## src/pkg/wwdt_pkg.sv

```systemverilog
// shared constants and types for the windowed watchdog timer
package wwdt_pkg;

  // ==================================================================
  // reset control register layout (bit positions)
  localparam int unsigned RCTL_IDLE_BIT  = 2;
  localparam int unsigned RCTL_SLEEP_BIT = 3;
  localparam int unsigned RCTL_WATCHDOG_TIMEOUT_FLAG_BIT  = 4;
  localparam int unsigned RCTL_SWEN_BIT  = 5;
  localparam logic [7:0]  RCTL_RESET     = 8'h00;

  // ==================================================================
  // register port map (byte offsets)
  localparam logic [3:0] ADDR_RCTL = 4'h0;
  localparam logic [3:0] ADDR_IRQ_STATUS = 4'h4;
  localparam logic [3:0] ADDR_IRQ_MASK = 4'h8;
  localparam logic [3:0] ADDR_COUNT = 4'hc;
  localparam logic [3:0] IRQ_RESET = 4'h0;

  // interrupt status bits
  localparam int unsigned IRQ_TIMEOUT_BIT = 0;
  localparam int unsigned IRQ_WAKE_BIT    = 1;
  localparam int unsigned IRQ_EARLY_BIT   = 2;

  // ==================================================================
  // configuration word one bit positions
  localparam int unsigned CW1_PS_LSB    = 0;
  localparam int unsigned CW1_PRE_BIT   = 4;
  localparam int unsigned CW1_WINDOW_DISABLE_CFG_BIT = 6;
  localparam int unsigned CW1_HWEN_BIT  = 7;

  // ==================================================================
  // timing
  localparam int unsigned LOW_POWER_RC_OSC_FREQ_HZ     = 31000;
  localparam int unsigned CORE_FREQ_HZ     = 100000000;
  localparam int unsigned PRESCALE_SHORT   = 32;
  localparam int unsigned PRESCALE_LONG    = 128;
  localparam int unsigned POSTSCALE_STEPS  = 16;
  localparam int unsigned BASE_TMO_SHORT_MS = 1;
  localparam int unsigned BASE_TMO_LONG_MS  = 4;

  typedef struct packed {
    logic       hw_watchdog_enable_cfg;
    logic       window_disable_cfg;
    logic       prescale_select_cfg;
    logic [3:0] postscale_select_cfg;
  } wwdt_cfg_t;

  typedef struct packed {
    logic power_save_enter;
    logic power_save_exit;
    logic clock_switch_done;
    logic watchdog_clear_instr;
    logic to_sleep;
  } wwdt_core_ev_t;

endpackage : wwdt_pkg

```

## src/core/wwdt_sync.sv

```systemverilog
// three-stage synchroniser with agreement filter for one level
`timescale 1ns/1ps
`default_nettype none
module wwdt_sync (
  // clock and reset
  input  wire logic core_clk,
  input  wire logic nrst,
  // level
  input  wire logic async_in,
  output logic      sync_out
);
  logic [2:0] stage_q;
  logic [2:0] stage_d;
  logic       out_q;
  logic       out_d;

  always_comb
  begin
    stage_d = {stage_q[1:0], async_in};
    out_d   = out_q;
    // stage 0 only feeds stage 1; stages 1 and 2 must agree
    if (stage_q[1] == stage_q[2])
    begin
      out_d = stage_q[2];
    end
  end

  always_ff @(posedge core_clk or negedge nrst)
  begin
    if (!nrst)
    begin
      stage_q <= 3'h0;
      out_q   <= 1'b0;
    end
    else
    begin
      stage_q <= stage_d;
      out_q   <= out_d;
    end
  end

  assign sync_out = out_q;
endmodule : wwdt_sync
`default_nettype wire

```

## src/core/wwdt_top.sv

```systemverilog
// windowed watchdog timer counting on the low-power rc oscillator
`timescale 1ns/1ps
`default_nettype none
module wwdt_top #(
  parameter int unsigned POST_W = 15
) (
  // clock and reset
  input  wire logic                   core_clk,
  input  wire logic                   nrst,
  // low-power rc oscillator
  input  wire logic                   low_power_rc_osc,
  output logic                        low_power_rc_osc_enable,
  // configuration word one
  input  wire wwdt_pkg::wwdt_cfg_t    cfg,
  // core events, one-cycle pulses
  input  wire wwdt_pkg::wwdt_core_ev_t core_ev,
  // register port
  input  wire logic [3:0]             reg_addr,
  input  wire logic [7:0]             reg_wdata,
  input  wire logic                   reg_wr,
  input  wire logic                   reg_rd,
  output logic [7:0]                  reg_rdata,
  // results
  output logic                        device_reset_req,
  output logic                        core_wake,
  output logic                        irq
);
  // ==================================================================
  // oscillator edge detection
  logic osc_s;
  logic osc_prev_q;
  logic osc_prev_d;
  logic osc_tick;

  wwdt_sync u_sync (
    .core_clk (core_clk),
    .nrst     (nrst),
    .async_in (low_power_rc_osc),
    .sync_out (osc_s)
  );

  // ==================================================================
  // state
  typedef enum logic [1:0] {WWDT_RUN, WWDT_SLEEP, WWDT_IDLE} wwdt_mode_t;

  wwdt_mode_t        mode_q;
  wwdt_mode_t        mode_d;
  logic [6:0]        pre_q;
  logic [6:0]        pre_d;
  logic [POST_W-1:0] post_q;
  logic [POST_W-1:0] post_d;
  logic [7:0]        rctl_q;
  logic [7:0]        rctl_d;
  logic [3:0]        ist_q;
  logic [3:0]        ist_d;
  logic [3:0]        imask_q;
  logic [3:0]        imask_d;
  logic [7:0]        rdata_q;
  logic [7:0]        rdata_d;
  logic              rst_req_q;
  logic              rst_req_d;
  logic              wake_q;
  logic              wake_d;

  logic              wdt_on;
  logic              window_on;
  logic              pre_wrap;
  logic              timeout;
  logic              in_window;
  logic              early_clear;
  logic              clr_counters;
  logic [POST_W-1:0] post_last;
  logic [POST_W+9:0] elapsed;
  logic [POST_W+9:0] period;

  // postscale terminal count: ratio 2^sel, capped at the counter width
  function automatic logic [POST_W-1:0] post_terminal(input logic [3:0] sel);
    logic [POST_W:0] one_hot;
    one_hot = '0;
    one_hot[(sel > 4'(POST_W)) ? POST_W : sel] = 1'b1;
    post_terminal = POST_W'(one_hot - (POST_W+1)'(1));
  endfunction : post_terminal

  // last prescale count for the selected stage
  function automatic logic [7:0] pre_top(input logic long_sel);
    pre_top = long_sel ? 8'(wwdt_pkg::PRESCALE_LONG - 1) : 8'(wwdt_pkg::PRESCALE_SHORT - 1);
  endfunction : pre_top

  // true when a byte-wide write targets the given offset
  function automatic logic wr_hit(input logic [3:0] a);
    wr_hit = reg_wr && (reg_addr == a);
  endfunction : wr_hit

  // ==================================================================
  // enables and counting
  always_comb
  begin
    wdt_on      = cfg.hw_watchdog_enable_cfg || rctl_q[wwdt_pkg::RCTL_SWEN_BIT];
    window_on   = !cfg.window_disable_cfg;
    osc_prev_d  = osc_s;
    osc_tick    = wdt_on && osc_s && !osc_prev_q;
    // prescale of 32 or 128 gives 1 ms or 4 ms at 31 kHz
    pre_wrap    = cfg.prescale_select_cfg ? (pre_q == 7'(wwdt_pkg::PRESCALE_LONG - 1))
                                          : (pre_q[4:0] == 5'(wwdt_pkg::PRESCALE_SHORT - 1));
    post_last   = post_terminal(cfg.postscale_select_cfg);
    timeout     = osc_tick && pre_wrap && (post_q == post_last);
    // last quarter: ticks so far at or beyond three quarters of the whole period
    period      = ((POST_W+10)'(post_last) + (POST_W+10)'(1))
                  * ((POST_W+10)'(pre_top(cfg.prescale_select_cfg)) + (POST_W+10)'(1));
    elapsed     = (POST_W+10)'(post_q) * ((POST_W+10)'(pre_top(cfg.prescale_select_cfg)) + (POST_W+10)'(1))
                  + (POST_W+10)'(pre_q);
    in_window   = (elapsed << 2) >= ((period << 1) + period);
    early_clear = core_ev.watchdog_clear_instr && wdt_on && window_on
                  && (mode_q == WWDT_RUN) && !in_window;
    clr_counters = core_ev.watchdog_clear_instr || core_ev.clock_switch_done
                   || core_ev.power_save_enter || core_ev.power_save_exit || !wdt_on;
  end

  always_comb
  begin
    pre_d  = pre_q;
    post_d = post_q;
    if (clr_counters || timeout)
    begin
      pre_d  = 7'h00;
      post_d = '0;
    end
    else if (osc_tick)
    begin
      if (pre_wrap)
      begin
        pre_d  = 7'h00;
        post_d = post_q + POST_W'(1);
      end
      else
      begin
        pre_d = pre_q + 7'h01;
      end
    end
  end

  // ==================================================================
  // mode, reset control, interrupts and register port
  always_comb
  begin
    mode_d    = mode_q;
    rctl_d    = rctl_q;
    ist_d     = ist_q;
    imask_d   = imask_q;
    rst_req_d = 1'b0;
    wake_d    = 1'b0;
    rdata_d   = 8'h00;

    if (core_ev.power_save_enter)
    begin
      mode_d = core_ev.to_sleep ? WWDT_SLEEP : WWDT_IDLE;
    end
    else if (core_ev.power_save_exit)
    begin
      mode_d = WWDT_RUN;
    end

    // software writes first so that hardware sets win in the same cycle
    if (wr_hit(wwdt_pkg::ADDR_RCTL))
    begin
      rctl_d = reg_wdata & 8'h3c;
    end
    if (wr_hit(wwdt_pkg::ADDR_IRQ_STATUS))
    begin
      ist_d = ist_q & ~reg_wdata[3:0];
    end
    if (wr_hit(wwdt_pkg::ADDR_IRQ_MASK))
    begin
      imask_d = reg_wdata[3:0];
    end

    if (core_ev.power_save_enter)
    begin
      if (core_ev.to_sleep)
      begin
        rctl_d[wwdt_pkg::RCTL_SLEEP_BIT] = 1'b1;
      end
      else
      begin
        rctl_d[wwdt_pkg::RCTL_IDLE_BIT] = 1'b1;
      end
    end

    if (timeout || early_clear)
    begin
      rctl_d[wwdt_pkg::RCTL_WATCHDOG_TIMEOUT_FLAG_BIT] = 1'b1;
      ist_d[wwdt_pkg::IRQ_TIMEOUT_BIT] = 1'b1;
      if (early_clear)
      begin
        ist_d[wwdt_pkg::IRQ_EARLY_BIT] = 1'b1;
      end
      if (timeout && (mode_q != WWDT_RUN))
      begin
        wake_d = 1'b1;
        mode_d = WWDT_RUN;
        ist_d[wwdt_pkg::IRQ_WAKE_BIT] = 1'b1;
      end
      else
      begin
        rst_req_d = 1'b1;
        rctl_d[wwdt_pkg::RCTL_SWEN_BIT] = 1'b0;
        mode_d = WWDT_RUN;
      end
    end

    if (reg_rd)
    begin
      unique case (reg_addr)
        wwdt_pkg::ADDR_RCTL:       rdata_d = rctl_q;
        wwdt_pkg::ADDR_IRQ_STATUS: rdata_d = {4'h0, ist_q};
        wwdt_pkg::ADDR_IRQ_MASK:   rdata_d = {4'h0, imask_q};
        wwdt_pkg::ADDR_COUNT:      rdata_d = post_q[7:0];
        default:                   rdata_d = 8'h00;
      endcase
    end
  end

  always_ff @(posedge core_clk or negedge nrst)
  begin
    if (!nrst)
    begin
      osc_prev_q <= 1'b0;
      pre_q      <= 7'h00;
      post_q     <= '0;
      mode_q     <= WWDT_RUN;
      rctl_q     <= wwdt_pkg::RCTL_RESET;
      ist_q      <= wwdt_pkg::IRQ_RESET;
      imask_q    <= wwdt_pkg::IRQ_RESET;
      rdata_q    <= 8'h00;
      rst_req_q  <= 1'b0;
      wake_q     <= 1'b0;
    end
    else
    begin
      osc_prev_q <= osc_prev_d;
      pre_q      <= pre_d;
      post_q     <= post_d;
      mode_q     <= mode_d;
      rctl_q     <= rctl_d;
      ist_q      <= ist_d;
      imask_q    <= imask_d;
      rdata_q    <= rdata_d;
      rst_req_q  <= rst_req_d;
      wake_q     <= wake_d;
    end
  end

  // ==================================================================
  // outputs
  assign low_power_rc_osc_enable      = wdt_on;
  assign reg_rdata        = rdata_q;
  assign device_reset_req = rst_req_q;
  assign core_wake        = wake_q;
  assign irq              = |(ist_q & imask_q);
endmodule : wwdt_top
`default_nettype wire

```

## config.mk

```make
export PLATFORM = sky130hd
export DESIGN_NAME = wwdt_top
export DESIGN_NICKNAME = d
export VERILOG_FILES = /design/src/pkg/wwdt_pkg.sv /design/src/core/wwdt_sync.sv /design/src/core/wwdt_top.sv
export SDC_FILE = /design/constraint.sdc
export NUM_CORES = 1
export LEC_CHECK = 0
export BUFFER_PORTS_ARGS = -buffer_cell sky130_fd_sc_hd__clkbuf_2
export CORE_UTILIZATION = 25
export CTS_CLUSTER_DIAMETER = 100
export CTS_CLUSTER_SIZE = 20
export DETAILED_ROUTE_END_ITERATION = 6
export SETUP_SLACK_MARGIN = 0.3
export SYNTH_ARGS = -nofsm -noshare
export SYNTH_HDL_FRONTEND = slang
export SYNTH_SLANG_ARGS = --single-unit
```

## constraint.sdc

```tcl
create_clock -name core_clk -period 13.7 [get_ports core_clk]
set_input_delay 1.37 -clock core_clk [delete_from_list [all_inputs] [get_ports core_clk]]
set_output_delay 1.37 -clock core_clk [all_outputs]
set_load 0.03 [all_outputs]
```

==> flow_summary.ini <==
[run_status]
run_status = finished clean

[routing]
total_number_of_vias = 5921
drt-total-wl_um = 15600
post_drt_wl_per_cell_um = 12.6
drt_pass1_iterations = 5
drt_drc_violations_left = 0
antenna_left = 0
routed_via_density = 4.78
drtIter0Drc = 308

[synthesis]
synth.most_common_cell = ha_1
synth_top_area_share_pct = 27.3
post_synth_main_area_contributors = ha_1, dfrtp_1, xnor2_1
synth_enable_flop_cells = 0
ys_top_cells_by_count = ha_1, nand2_1, nor2_1, dfrtp_1, a21oi_1
syn-instance-count = 822
synth_seq_cells = 51
synthArstFlopShare_pct = 100
synth.largest_area_cell = ha_1
netlist-cell-type-count = 67
synthFlopType = dfrtp_1
syn_avg_cell_area_um2 = 8.54
post_synthesis_cell_area_um2 = 7020
synth_seq_area_share_pct = 18.2
yosys_warnings = 0

[clock_network]
worst_skew_pair.late_latency_ns = 0.29
tritoncts_num_sinks = 51
hold_buffers = 0
cts_tree = built
cts.path.max_buffers = 2
cts_resizes = 0
cts_inserted_buffers = 5
clk_pin_slew_worst_paths_ns = 0.06
h_tree_depth = 2
clock_tree.root_cell = clkbuf_16
postCtsSetupBuffers = 0

[critical_path]
cp.arrival_ns = 10.56
reg2reg_slack_ns = 7.88
worstReg2RegEnd = rctl_q[5]
worst_r2r_src = post_q[6]
cp-end-kind = flop
cp_slowest_cell = a2111oi_0
r2r.worst_path.cells = 20
worst-setup-path-type = input pin to flop
highest_fanout_seen_on_the_critical_path = 31
startpoint_type = input pin
worst-endpoint-required_ns = 13.88
crit_top_cell = ha_1
max_stage_delay_ns = 0.58

[die]
core_region_area_um2 = 27300
die_h_um = 170
die_width_um = 170
fp-row-count = 60
initial_standard_cell_utilization_of_the_core_pct = 25.8
fp.dieArea_um2 = 28800
ios = 41

[timing]
final_critical_path_setup_slack_ns = 3.32
finalHoldViolations = 0
fin_skew_ns = 0.00618
timing.final.max_slew_violations = 0
post-route-min-period_ns = 10.38
finalSetupViolations = 0
rsz_0062_raised_after_global_routing = no
tns_ns = 0
hold-worst-slack_ns = 0.353
max_freq_mhz = 96.3
max_slew_margin_pct = 28.1
period_share_pct = 75.8
worst_pin_slew_ns = 1.06

[finish]
antenna_cells = 0
fraction_of_layout_instances_using_a_drive_strength_above_1_pct = 9.22
utilization_pct = 28.7
layout.nets = 1054
layout.filler_cells = 2924
layout_overhead_on_the_synthesized_area_pct = 11.5
final_cell_area_um2 = 7820

[grt]
antenna_found_initial = 1
pin_count_of_the_biggest_net_entering_global_routing = 52
vias_in_the_first_global_route = 5450
grt_pass1_wl_um = 26200
grtUsageTotal_pct = 11.1
total_congestion_overflow = 0

[placement]
dpl_wire_length_um = 12600
place_ws_ns = 3.07
placedInstanceArea_um2 = 7680
gp_congestion = 0.808
buffer_ports.inserted = 38

[power_and_ir_drop]
power.ir.vdd_worst_uv = 55.7
power-per-cell-area_nw_per_um2 = 99.7
leakagePower_nw = 3.84

[min_path]
hold_path_startpoint = u_sync.stage_q[0]
hold_depth = 0
timing.hold.worst_endpoint = u_sync.stage_q[1]
type_of_the_worst_min_delay_path = flop to flop

[job]
maxCapViolations = 0
[stage by stage]
step,cells,total power (W)
final,1240,0.000780
after detailed placement,1233,0.000658
after global routing,1240,0.000865
after CTS,1240,0.000787
after global placement,1233,0.000655
after floorplan,845,0.000549
[how the worst max path moves through the flow]
| stage | startpoint | endpoint |
|---|---|---|
| finish | cfg[3] | rctl_q[5] |
| global route | cfg[3] | rctl_q[5] |
| CTS | cfg[3] | rctl_q[5] |
| detailed placement | cfg[3] | rctl_q[5] |
| global placement | cfg[3] | rctl_q[5] |
| floorplan | cfg[2] | rctl_q[5] |
[area by class of cell]
type	count	area [um^2]	share of cell area (%)
well taps	372	465	5.95
flip-flops and latches	51	1280	16.3
multi-input cells	734	5600	71.5
clock inverters	1	5.00	0.0640
repair buffers	40	205	2.62
clock buffers	6	139	1.78
inverters	36	135	1.73
[worst max-delay path, delay by kind of cell]
family	cells	cell delay (ns)
compound gates	11	3.11
xor+xnor	2	0.34
fa+ha+maj	8	2.51
buf+inv	4	0.84
simple gates	11	2.35
[flip-flops by register name, summed over array words and instances, names as in the netlist]
| name | cells |
|---|---|
| osc_prev_q | 1 |
| post_q | 15 |
| u_sync.sync_out | 1 |
| reg_rdata | 8 |
| mode_q | 2 |
| imask_q | 4 |
| ist_q | 4 |
| core_wake | 1 |
| pre_q | 7 |
| rctl_q | 4 |
| u_sync.stage_q | 3 |
| device_reset_req | 1 |
[cells by family after synthesis]
| family | count (synthesis) | synth area share [%] |
|---|---|---|
| AND/OR/NAND/NOR | 288 | 21.1 |
| buffers and inverters | 60 | 3.30 |
| XOR/XNOR | 74 | 9.23 |
| adder cells (fa/ha/maj) | 158 | 28.6 |
| flip-flops | 51 | 18.2 |
| AO/OA/AOI/OAI | 165 | 15.3 |
| other | 1 | 0.0534 |
| multiplexers | 25 | 4.22 |
[placed cells by master, fill, tap and decap left out, types with 4 or more instances in the layout]
master / n
fa_1: 4
clkbuf_16: 5
xnor2_1: 38
clkbuf_2: 38
a22oi_1: 6
xor2_1: 36
nor2_1: 67
inv_1: 36
conb_1: 24
a211oi_1: 7
nor4_1: 8
nor3_1: 18
and3_1: 19
and4_1: 6
nand4_1: 8
nand3_1: 24
and2_1: 16
ha_1: 153
nand4b_1: 4
a21o_1: 15
or2_2: 5
mux2_2: 17
nand2_1: 68
nor2b_1: 14
a21boi_0: 4
or4_1: 4
mux2i_1: 6
or3_1: 6
o21a_1: 9
a31oi_1: 7
a21oi_1: 47
o21ai_0: 31
a2111oi_0: 4
nand2b_1: 6
dfrtp_1: 51
[per-layer routing]
metal	part of all wire, %	wire length, um	GRT usage [%]
met3	2.7	420	1.45
met4	0.67	105	1.57
met1	49	7660	14.9
met2	48	7430	19.2
met5	0.11	17	0
[where the power goes]
| group | total, W | switching (W) | internal, W |
|---|---|---|---|
| Clock | 0.000123 | 0.0000521 | 0.0000713 |
| Sequential | 0.000170 | 0.00000769 | 0.000162 |
| Combinational | 0.000487 | 0.000278 | 0.000209 |
(Power assumes the default switching activity.)
